## config.mk

```make
export PLATFORM = sky130hd
export DESIGN_NAME = pwr_boot_ctrl
export DESIGN_NICKNAME = d
export VERILOG_FILES = /design/src/shared/pwr_boot_pkg.sv /design/src/logic/pwr_boot_ctrl.sv
export SDC_FILE = /design/constraint.sdc
export NUM_CORES = 1
export LEC_CHECK = 0
export BUFFER_PORTS_ARGS = -buffer_cell sky130_fd_sc_hd__clkbuf_2
export CAP_MARGIN = 20
export CORE_AREA = 2 2 128 130
export DETAILED_ROUTE_END_ITERATION = 12
export DIE_AREA = 0 0 130 132
export PLACE_DENSITY_LB_ADDON = 0.05
export SYNTH_ARGS = -nofsm -noshare
export SYNTH_HDL_FRONTEND = slang
export SYNTH_SLANG_ARGS = --single-unit
```

## constraint.sdc

```tcl
create_clock -name clk_sys_i -period 1.93 [get_ports clk_sys_i]
set_clock_uncertainty 0.1 [all_clocks]
set_input_delay 0.193 -clock clk_sys_i [delete_from_list [all_inputs] [get_ports clk_sys_i]]
set_output_delay 0.193 -clock clk_sys_i [all_outputs]
set_load 0.02 [all_outputs]
```

## src/shared/pwr_boot_pkg.sv

```systemverilog
package pwr_boot_pkg;

   // ----------------------------------------
   // Register map (byte addresses)
   // ----------------------------------------
   localparam logic [7:0] ADDR_CTRL_STATUS = 8'h00;
   localparam logic [7:0] ADDR_HOST_CTRL   = 8'h04;
   localparam logic [7:0] ADDR_BOOT_STATUS = 8'h08;
   localparam logic [7:0] ADDR_IRQ_CTRL    = 8'h0C;

   // ----------------------------------------
   // Field positions
   // ----------------------------------------
   localparam int SLEEP_LSB    = 10;
   localparam int SLEEP_MSB    = 15;
   localparam int DOORBELL_BIT = 1;
   localparam int GIE_BIT      = 0;
   localparam int NONMASK_IRQ_ENABLE_BIT     = 1;

   // ----------------------------------------
   // Sleep codes and reset values
   // ----------------------------------------
   localparam logic [5:0] SLEEP_NONE     = 6'h00;
   localparam logic [5:0] SLEEP_GATE_EN  = 6'h09;
   localparam logic [5:0] SLEEP_GATE_ANY = 6'h11;
   localparam logic [5:0] SLEEP_PLL_OUT  = 6'h1A;
   localparam logic [5:0] SLEEP_PLL_IN   = 6'h1C;
   localparam logic [5:0] SLEEP_RST      = 6'h00;

   // ----------------------------------------
   // Timing and ROM size
   // ----------------------------------------
   localparam int SLEEP_DELAY_CYC = 9;
   localparam int ROM_BYTES       = 1024;
   localparam int ROM_WORDS       = ROM_BYTES / 4;

   typedef enum logic [1:0] {
      BOOT_HOST = 2'h0,
      BOOT_EMU  = 2'h1,
      BOOT_ROM  = 2'h2
   } boot_mode_t;

   typedef enum logic [1:0] {
      ROM_W8  = 2'h0,
      ROM_W16 = 2'h1,
      ROM_W32 = 2'h2
   } rom_width_t;

   typedef struct packed {
      logic        psel;
      logic        penable;
      logic        pwrite;
      logic [7:0]  paddr;
      logic [31:0] pwdata;
   } apb_req_t;

   typedef struct packed {
      logic        req;
      logic [31:0] addr;
   } rom_rd_t;

   typedef struct packed {
      logic        we;
      logic [31:0] addr;
      logic [31:0] data;
   } mem_wr_t;

endpackage : pwr_boot_pkg

```

## src/logic/pwr_boot_ctrl.sv

```systemverilog
`timescale 1ns/1ns
module pwr_boot_ctrl #(
   parameter int ROM_WORDS_P = pwr_boot_pkg::ROM_WORDS
) (
   input  wire logic                     clk_sys_i,
   input  wire logic                     rstn_i,
   input  wire pwr_boot_pkg::apb_req_t   apb_i,
   output logic                          pready_o,
   output logic                          pslverr_o,
   output logic [31:0]                   prdata_o,
   input  wire pwr_boot_pkg::boot_mode_t boot_mode_i,
   input  wire pwr_boot_pkg::rom_width_t rom_width_i,
   input  wire logic                     trst_i,
   input  wire logic [1:0]               debug_config_pins_i,
   input  wire logic                     irq_pending_i,
   input  wire logic                     irq_enabled_i,
   input  wire logic                     pll_lock_i,
   output logic                          cpu_clk_en_o,
   output logic                          pll_out_stop_o,
   output logic                          pll_in_stop_o,
   output logic                          io_freeze_o,
   output logic                          cpu_stall_o,
   output logic                          run_isr_o,
   output logic                          resume_pulse_o,
   output logic [1:0]                    debug_mode_o,
   output logic                          debug_mode_vld_o,
   output pwr_boot_pkg::rom_rd_t         rom_rd_o,
   input  wire logic                     rom_rvalid_i,
   input  wire logic [31:0]              rom_rdata_i,
   output pwr_boot_pkg::mem_wr_t         mem_wr_o
);
   import pwr_boot_pkg::*;

   // ----------------------------------------
   // Pin synchronisers
   // ----------------------------------------
   logic [2:0] trst_sync_r;
   logic [1:0] dbg_s1_r;
   logic [1:0] dbg_s2_r;
   logic [1:0] irq_s1_r;
   logic [1:0] irq_s2_r;
   logic [1:0] lock_sync_r;
   always_ff @(posedge clk_sys_i or negedge rstn_i) begin
      if (!rstn_i) begin
         trst_sync_r <= 3'h0;
         dbg_s1_r    <= 2'h0;
         dbg_s2_r    <= 2'h0;
         irq_s1_r    <= 2'h0;
         irq_s2_r    <= 2'h0;
         lock_sync_r <= 2'h0;
      end else begin
         trst_sync_r <= {trst_sync_r[1:0], trst_i};
         dbg_s1_r    <= debug_config_pins_i;
         dbg_s2_r    <= dbg_s1_r;
         irq_s1_r    <= {irq_enabled_i, irq_pending_i};
         irq_s2_r    <= irq_s1_r;
         lock_sync_r <= {lock_sync_r[0], pll_lock_i};
      end
   end

   // ----------------------------------------
   // Debug configuration latch
   // ----------------------------------------
   // latch on rise
   always_ff @(posedge clk_sys_i or negedge rstn_i) begin
      if (!rstn_i) begin
         debug_mode_o     <= 2'h0;
         debug_mode_vld_o <= 1'b0;
      end else if (trst_sync_r[1] && !trst_sync_r[2]) begin
         debug_mode_o     <= dbg_s2_r;
         debug_mode_vld_o <= 1'b1;
      end
   end

   // ----------------------------------------
   // Registers
   // ----------------------------------------
   logic [5:0] sleep_sel_r;
   logic       doorbell_r;
   logic [1:0] irq_ctrl_r;
   logic       wr_en;
   logic       rd_en;
   logic       db_set;
   logic       db_clr;
   logic       stall_r;
   logic       copy_busy_r;
   logic       boot_done_r;
   logic       sleep_gate_r;
   logic       sleep_exit;

   assign wr_en     = apb_i.psel && apb_i.penable && apb_i.pwrite;
   assign rd_en     = apb_i.psel && !apb_i.penable && !apb_i.pwrite;
   assign pready_o  = 1'b1;
   assign pslverr_o = 1'b0;

   assign db_set = wr_en && apb_i.paddr == ADDR_HOST_CTRL
                   && apb_i.pwdata[DOORBELL_BIT];
   assign db_clr = wr_en && apb_i.paddr == ADDR_CTRL_STATUS
                   && !apb_i.pwdata[DOORBELL_BIT];

   always_ff @(posedge clk_sys_i or negedge rstn_i) begin
      if (!rstn_i) begin
         sleep_sel_r <= SLEEP_RST;
      end else if (sleep_exit) begin
         sleep_sel_r <= SLEEP_NONE;
      end else if (wr_en && apb_i.paddr == ADDR_CTRL_STATUS) begin
         sleep_sel_r <= apb_i.pwdata[SLEEP_MSB:SLEEP_LSB];
      end
   end

   always_ff @(posedge clk_sys_i or negedge rstn_i) begin
      if (!rstn_i) begin
         irq_ctrl_r <= 2'h0;
      end else if (wr_en && apb_i.paddr == ADDR_IRQ_CTRL) begin
         irq_ctrl_r <= apb_i.pwdata[1:0];
      end
   end

   // clear blocked while stalled; set wins over clear
   always_ff @(posedge clk_sys_i or negedge rstn_i) begin
      if (!rstn_i) begin
         doorbell_r <= 1'b0;
      end else if (db_set) begin
         doorbell_r <= 1'b1;
      end else if (db_clr && !stall_r) begin
         doorbell_r <= 1'b0;
      end
   end

   always_ff @(posedge clk_sys_i or negedge rstn_i) begin
      if (!rstn_i) begin
         prdata_o <= 32'h0;
      end else if (rd_en) begin
         case (apb_i.paddr)
            ADDR_CTRL_STATUS:
               prdata_o <= {16'h0, sleep_sel_r, 10'h0};
            ADDR_HOST_CTRL:
               prdata_o <= {30'h0, doorbell_r, 1'b0};
            ADDR_BOOT_STATUS:
               prdata_o <= {27'h0, sleep_gate_r, copy_busy_r,
                            boot_done_r, stall_r, debug_mode_vld_o};
            ADDR_IRQ_CTRL:
               prdata_o <= {30'h0, irq_ctrl_r};
            default:
               prdata_o <= 32'h0;
         endcase
      end
   end

   // ----------------------------------------
   // Sleep control
   // ----------------------------------------
   logic [3:0] delay_cnt_r;
   logic [5:0] pending_sel_r;
   logic       pll_out_r;
   logic       pll_in_r;
   logic       wake_any;
   logic       wake_en;

   always_ff @(posedge clk_sys_i or negedge rstn_i) begin
      if (!rstn_i) begin
         delay_cnt_r   <= 4'h0;
         pending_sel_r <= SLEEP_NONE;
      end else if (wr_en && apb_i.paddr == ADDR_CTRL_STATUS) begin
         delay_cnt_r   <= 4'(SLEEP_DELAY_CYC - 1);
         pending_sel_r <= apb_i.pwdata[SLEEP_MSB:SLEEP_LSB];
      end else if (delay_cnt_r != 4'h0) begin
         delay_cnt_r <= delay_cnt_r - 4'h1;
      end
   end

   assign wake_any = irq_s2_r[0];
   assign wake_en  = irq_s2_r[0] && irq_s2_r[1];
   assign sleep_exit = sleep_gate_r &&
      ((sleep_sel_r == SLEEP_GATE_EN && wake_en) ||
       (sleep_sel_r == SLEEP_GATE_ANY && wake_any));

   // PLL stops only clear on reset
   always_ff @(posedge clk_sys_i or negedge rstn_i) begin
      if (!rstn_i) begin
         sleep_gate_r <= 1'b0;
         pll_out_r    <= 1'b0;
         pll_in_r     <= 1'b0;
      end else if (sleep_exit) begin
         sleep_gate_r <= 1'b0;
      end else if (delay_cnt_r == 4'h1) begin
         case (pending_sel_r)
            SLEEP_GATE_EN, SLEEP_GATE_ANY: sleep_gate_r <= 1'b1;
            SLEEP_PLL_OUT:                 pll_out_r    <= 1'b1;
            SLEEP_PLL_IN:                  pll_in_r     <= 1'b1;
            default:                       sleep_gate_r <= 1'b0;
         endcase
      end
   end

   always_ff @(posedge clk_sys_i or negedge rstn_i) begin
      if (!rstn_i) begin
         resume_pulse_o <= 1'b0;
         run_isr_o      <= 1'b0;
      end else begin
         resume_pulse_o <= sleep_exit;
         run_isr_o      <= sleep_exit && wake_en
                           && irq_ctrl_r[GIE_BIT] && irq_ctrl_r[NONMASK_IRQ_ENABLE_BIT];
      end
   end

   assign cpu_clk_en_o   = !sleep_gate_r && !pll_out_r && !pll_in_r;
   assign pll_out_stop_o = pll_out_r;
   assign pll_in_stop_o  = pll_in_r;
   assign io_freeze_o    = pll_out_r || pll_in_r;

   // ----------------------------------------
   // Boot sequence
   // ----------------------------------------
   typedef enum logic [2:0] {
      BS_LOCK, BS_START, BS_HOST, BS_ROM_RD, BS_ROM_WAIT, BS_RUN
   } boot_st_t;
   boot_st_t   bst_r;
   logic [9:0] rom_ptr_r;
   logic [8:0] word_idx_r;
   logic [31:0] pack_r;
   logic [1:0] lane_r;
   logic [1:0] lanes_m1;

   always_comb begin
      case (rom_width_i)
         ROM_W8:  lanes_m1 = 2'h3;
         ROM_W16: lanes_m1 = 2'h1;
         default: lanes_m1 = 2'h0;
      endcase
   end

   always_ff @(posedge clk_sys_i or negedge rstn_i) begin
      if (!rstn_i) begin
         bst_r       <= BS_LOCK;
         stall_r     <= 1'b1;
         copy_busy_r <= 1'b0;
         boot_done_r <= 1'b0;
         rom_ptr_r   <= 10'h0;
         word_idx_r  <= 9'h0;
         pack_r      <= 32'h0;
         lane_r      <= 2'h0;
         rom_rd_o    <= '0;
         mem_wr_o    <= '0;
      end else begin
         mem_wr_o.we <= 1'b0;
         case (bst_r)
            BS_LOCK:
               if (lock_sync_r[1]) begin
                  bst_r <= BS_START;
               end
            BS_START:
               if (boot_mode_i == BOOT_ROM) begin
                  copy_busy_r <= 1'b1;
                  bst_r       <= BS_ROM_RD;
               end else begin
                  bst_r <= BS_HOST;
               end
            BS_HOST:
               if ((db_set || doorbell_r) && boot_mode_i != BOOT_ROM) begin
                  stall_r     <= 1'b0;
                  boot_done_r <= 1'b1;
                  bst_r       <= BS_RUN;
               end
            BS_ROM_RD: begin
               rom_rd_o.req  <= 1'b1;
               rom_rd_o.addr <= {22'h0, rom_ptr_r};
               bst_r         <= BS_ROM_WAIT;
            end
            BS_ROM_WAIT: begin
               rom_rd_o.req <= 1'b0;
               if (rom_rvalid_i) begin
                  case (rom_width_i)
                     ROM_W8:
                        pack_r <= {rom_rdata_i[7:0], pack_r[31:8]};
                     ROM_W16:
                        pack_r <= {rom_rdata_i[15:0], pack_r[31:16]};
                     default:
                        pack_r <= rom_rdata_i;
                  endcase
                  rom_ptr_r <= rom_ptr_r + (rom_width_i == ROM_W8 ? 10'h1 :
                               rom_width_i == ROM_W16 ? 10'h2 : 10'h4);
                  lane_r <= lane_r + 2'h1;
                  bst_r  <= BS_ROM_RD;
                  if (lane_r == lanes_m1) begin
                     lane_r        <= 2'h0;
                     mem_wr_o.we   <= 1'b1;
                     mem_wr_o.addr <= {21'h0, word_idx_r, 2'h0};
                     mem_wr_o.data <= rom_width_i == ROM_W8 ?
                        {rom_rdata_i[7:0], pack_r[31:8]} :
                        rom_width_i == ROM_W16 ?
                        {rom_rdata_i[15:0], pack_r[31:16]} : rom_rdata_i;
                     word_idx_r <= word_idx_r + 9'h1;
                     if (32'(word_idx_r) == ROM_WORDS_P - 1) begin
                        copy_busy_r <= 1'b0;
                        stall_r     <= 1'b0;
                        boot_done_r <= 1'b1;
                        bst_r       <= BS_RUN;
                     end
                  end
               end
            end
            BS_RUN:  bst_r <= BS_RUN;
            default: bst_r <= BS_LOCK;
         endcase
      end
   end

   assign cpu_stall_o = stall_r;
endmodule : pwr_boot_ctrl

```

==> results.ini <==
[worst_setup_path]
cpPeakStageDelay_ps=470
critPathArrivalTime_ps=2150
r2r-end=bst_r[2]$_DFFE_PN0P_
reg2reg_from=word_idx_r[1]$_DFFE_PN0P_
critPathLaunchType=flop
r2r_cells=7
cp-end-kind=flop
cp_common_cell=ha_2
worstPathRequired_ps=2150
rrSetupSlack_ps=7
startpoint=word_idx_r[1]$_DFFE_PN0P_
crit_path_max_fanout=4
slowest_stage=or4_4
worst-setup-path-type=flop to flop
path_cells=ha_2 -> nand3_2 -> nor2_2 -> ha_2 -> inv_2 -> or4_4 -> a211oi_2
crit_end=bst_r[2]$_DFFE_PN0P_

[global_routing]
grt_max_degree=89
antenna_found_initial=0
grt_pass1_vias=5527
globalRouteOverflowTotal=0
grt_usage=0.203
grt_pass1_wl_um=27600

[cts]
cts_tree=done
clkTransAtPathRegs_ps=60
ctsLongestPathBuffers=2
cts_buffers=17
postCtsSetupBuffers=0
htree_num_levels=4
clkLatencyLatePin_ps=420
cts_root_buffer=clkbuf_16
cts_num_sinks=155

[synthesis]
syn_area_um2=7340
synth_most_common_cell=dfrtp_1
synth_edf_count=0
yosysSeqAreaShare=0.528
synth_ff_type=dfrtp_1
synthTopCellsByArea=dfrtp_1, buf_4, o21ai_0
ys_top_cells_by_count=dfrtp_1, o21ai_0, nand2_1, buf_4, nor2_1
synth_top_cell_by_area=dfrtp_1
synth_top_area_frac=0.525
synth-seq-cells=155
synth_async_sr_flop_share=1.00
syn_avg_cell_area_um2=10.1
yosys_warnings=0
synthCells=725
synth.distinct_cells=55

[timing]
fmax_ghz=0.520
tightest_slew_ps=505
slew_viol_final=0
finalHoldViolations=0
finalCritPeriodShare=0.996
slew_headroom=0.663
setup_viol=0
finalCriticalPeriod_ps=1920
hold_slack_ps=12.4
rsz0062_at_grt=true

[floorplanning]
die_h_um=132
dieArea_um2=17200
core-area_um2=15700
dieWidth_um=130
rows=46
initial_core_util=0.467
ios=230

[outcome]
status=finished, final reports clean

[routing]
wl_met3_um=809
first_pass_iters=7
wl_per_cell_um=14.9
routed_via_density=5.02
final_antenna_net_count=0
highest_layer=met4
drc_errors=0
wl_met1_um=7420
wirelength_um=16900
drtIter0Drc=277
route.met2.wl_um=8470
num_vias=5686

[place]
place_inst=1067
port_buffers=137
post-dp-hpwl_um=12000
place.gp.congestion=0.806

[finish]
final_cell_count_no_fill=1133
fin_nets=1001
diodes=0
area_growth_pct=24.9
drive_gt1_frac=0.264

[power_and_ir_drop]
power_mw=11.1
p_per_area_nw_per_um2=1210
p_leak_nw=4.67
max-vdd-ir-drop_uv=722

[hold_path]
hold_class=primary input to flop

[run]
drv_cap=0

worst min-delay path by stage:
stage,start,end,slack (ps),cells after the start
6_report,rom_rdata_i[11],pack_r[11]$_DFFE_PN0P_,10,3
5_1_grt,rom_rdata_i[26],mem_wr_o[26]$_DFFE_PN0P_,30,3
4_1_cts,rom_rdata_i[19],pack_r[19]$_DFFE_PN0P_,0.3,3
3_5_place_dp,rstn_i,delay_cnt_r[2]$_DFFE_PN0P_,80,1
3_3_place_gp,rstn_i,delay_cnt_r[2]$_DFFE_PN0P_,80,1
2_1_floorplan,rstn_i,boot_done_r$_DFFE_PN0P_,-200,0
placed cells by master (no fill, tap or decap), types with 17 or more instances in the layout:
master and instances:
nor2_1 53, dfrtp_1 154, buf_4 25, dlygate4sd3_1 35, a21oi_1 45, o21ai_0 100, clkbuf_2 136, mux2_2 24
nand2_1 74, mux2i_1 34, clkbuf_16 17, conb_1 68
area by class of cell:
class	count	area (µm²)
tap	216	270
clock buffer	20	457
multi-input combinational	513	3030
timing repair buffer	202	1330
sequential	155	3880
inverter	16	60.1
fill	1408	6540
clock inverter	11	145
report_power, final:
group / leakage [nW] / switching (mW) / total, mW / internal [mW]
Combinational: 2.38 / 1.93 / 3.13 / 1.19
Clock: 0.276 / 1.29 / 3.38 / 2.09
Sequential: 2.01 / 0.552 / 4.55 / 4.00
flip-flops by register name (all words and copies together), names as in the netlist, 2 cells and up:
signal         count
irq_s2_r           2
irq_s1_r           2
mem_wr_o          42
dbg_s1_r           2
word_idx_r         9
lane_r             2
prdata_o          11
delay_cnt_r        4
debug_mode_o       2
bst_r              3
rom_rd_o          11
dbg_s2_r           2
pack_r            24
irq_ctrl_r         2
trst_sync_r        3
rom_ptr_r         10
sleep_sel_r        6
lock_sync_r        2
pending_sel_r      6
what timing repair did:
item	4_1_cts	5_1_grt
gates resized for setup	0	8
setup endpoints to repair	0	2
hold buffers	35	0
hold endpoints to repair	101	0
layer usage:
layer / global-route usage / vias up
li1: - / 2706
met1: 0.264 / 2792
met2: 0.339 / 171
met3: 0.0459 / 17
met4: 0.0609 / 0
met5: 0 / -
per-stage QoR:
stage	util	instance area [µm²]	setup slack [ps]	setup TNS [ps]
3_3_place_gp	0.521	8190	100	0
6_report	0.584	9170	7.41	0
5_1_grt	0.584	9170	-31.2	-34.3
4_1_cts	0.582	9150	6.68	0
3_5_place_dp	0.521	8190	19.9	0
2_1_floorplan	-	7610	24.3	0
worst max-delay path: cells and delay by family, from the launching register on:
family / cells / cell delay (ps)
and+or+nand+nor: 3 / 650
adders and majority gates: 2 / 410
DFF: 1 / 400
AOI/OAI and AO/OA: 1 / 240
buffers and inverters: 1 / 40
logic make-up (layout without fill, tap and decap cells):
group / count (synthesis) / after routing / share of synthesized area
and+or+nand+nor: 188 / 188 / 0.121
AOI/OAI and AO/OA: 173 / 173 / 0.131
DFF: 155 / 155 / 0.528
buffers and inverters: 123 / 249 / 0.0997
muxes: 58 / 58 / 0.0831
xor gates and xnor gates: 18 / 18 / 0.0215
adders and majority gates: 8 / 8 / 0.0147
other: 2 / 68 / 0.00102
Power figures use the tool's default switching activity.
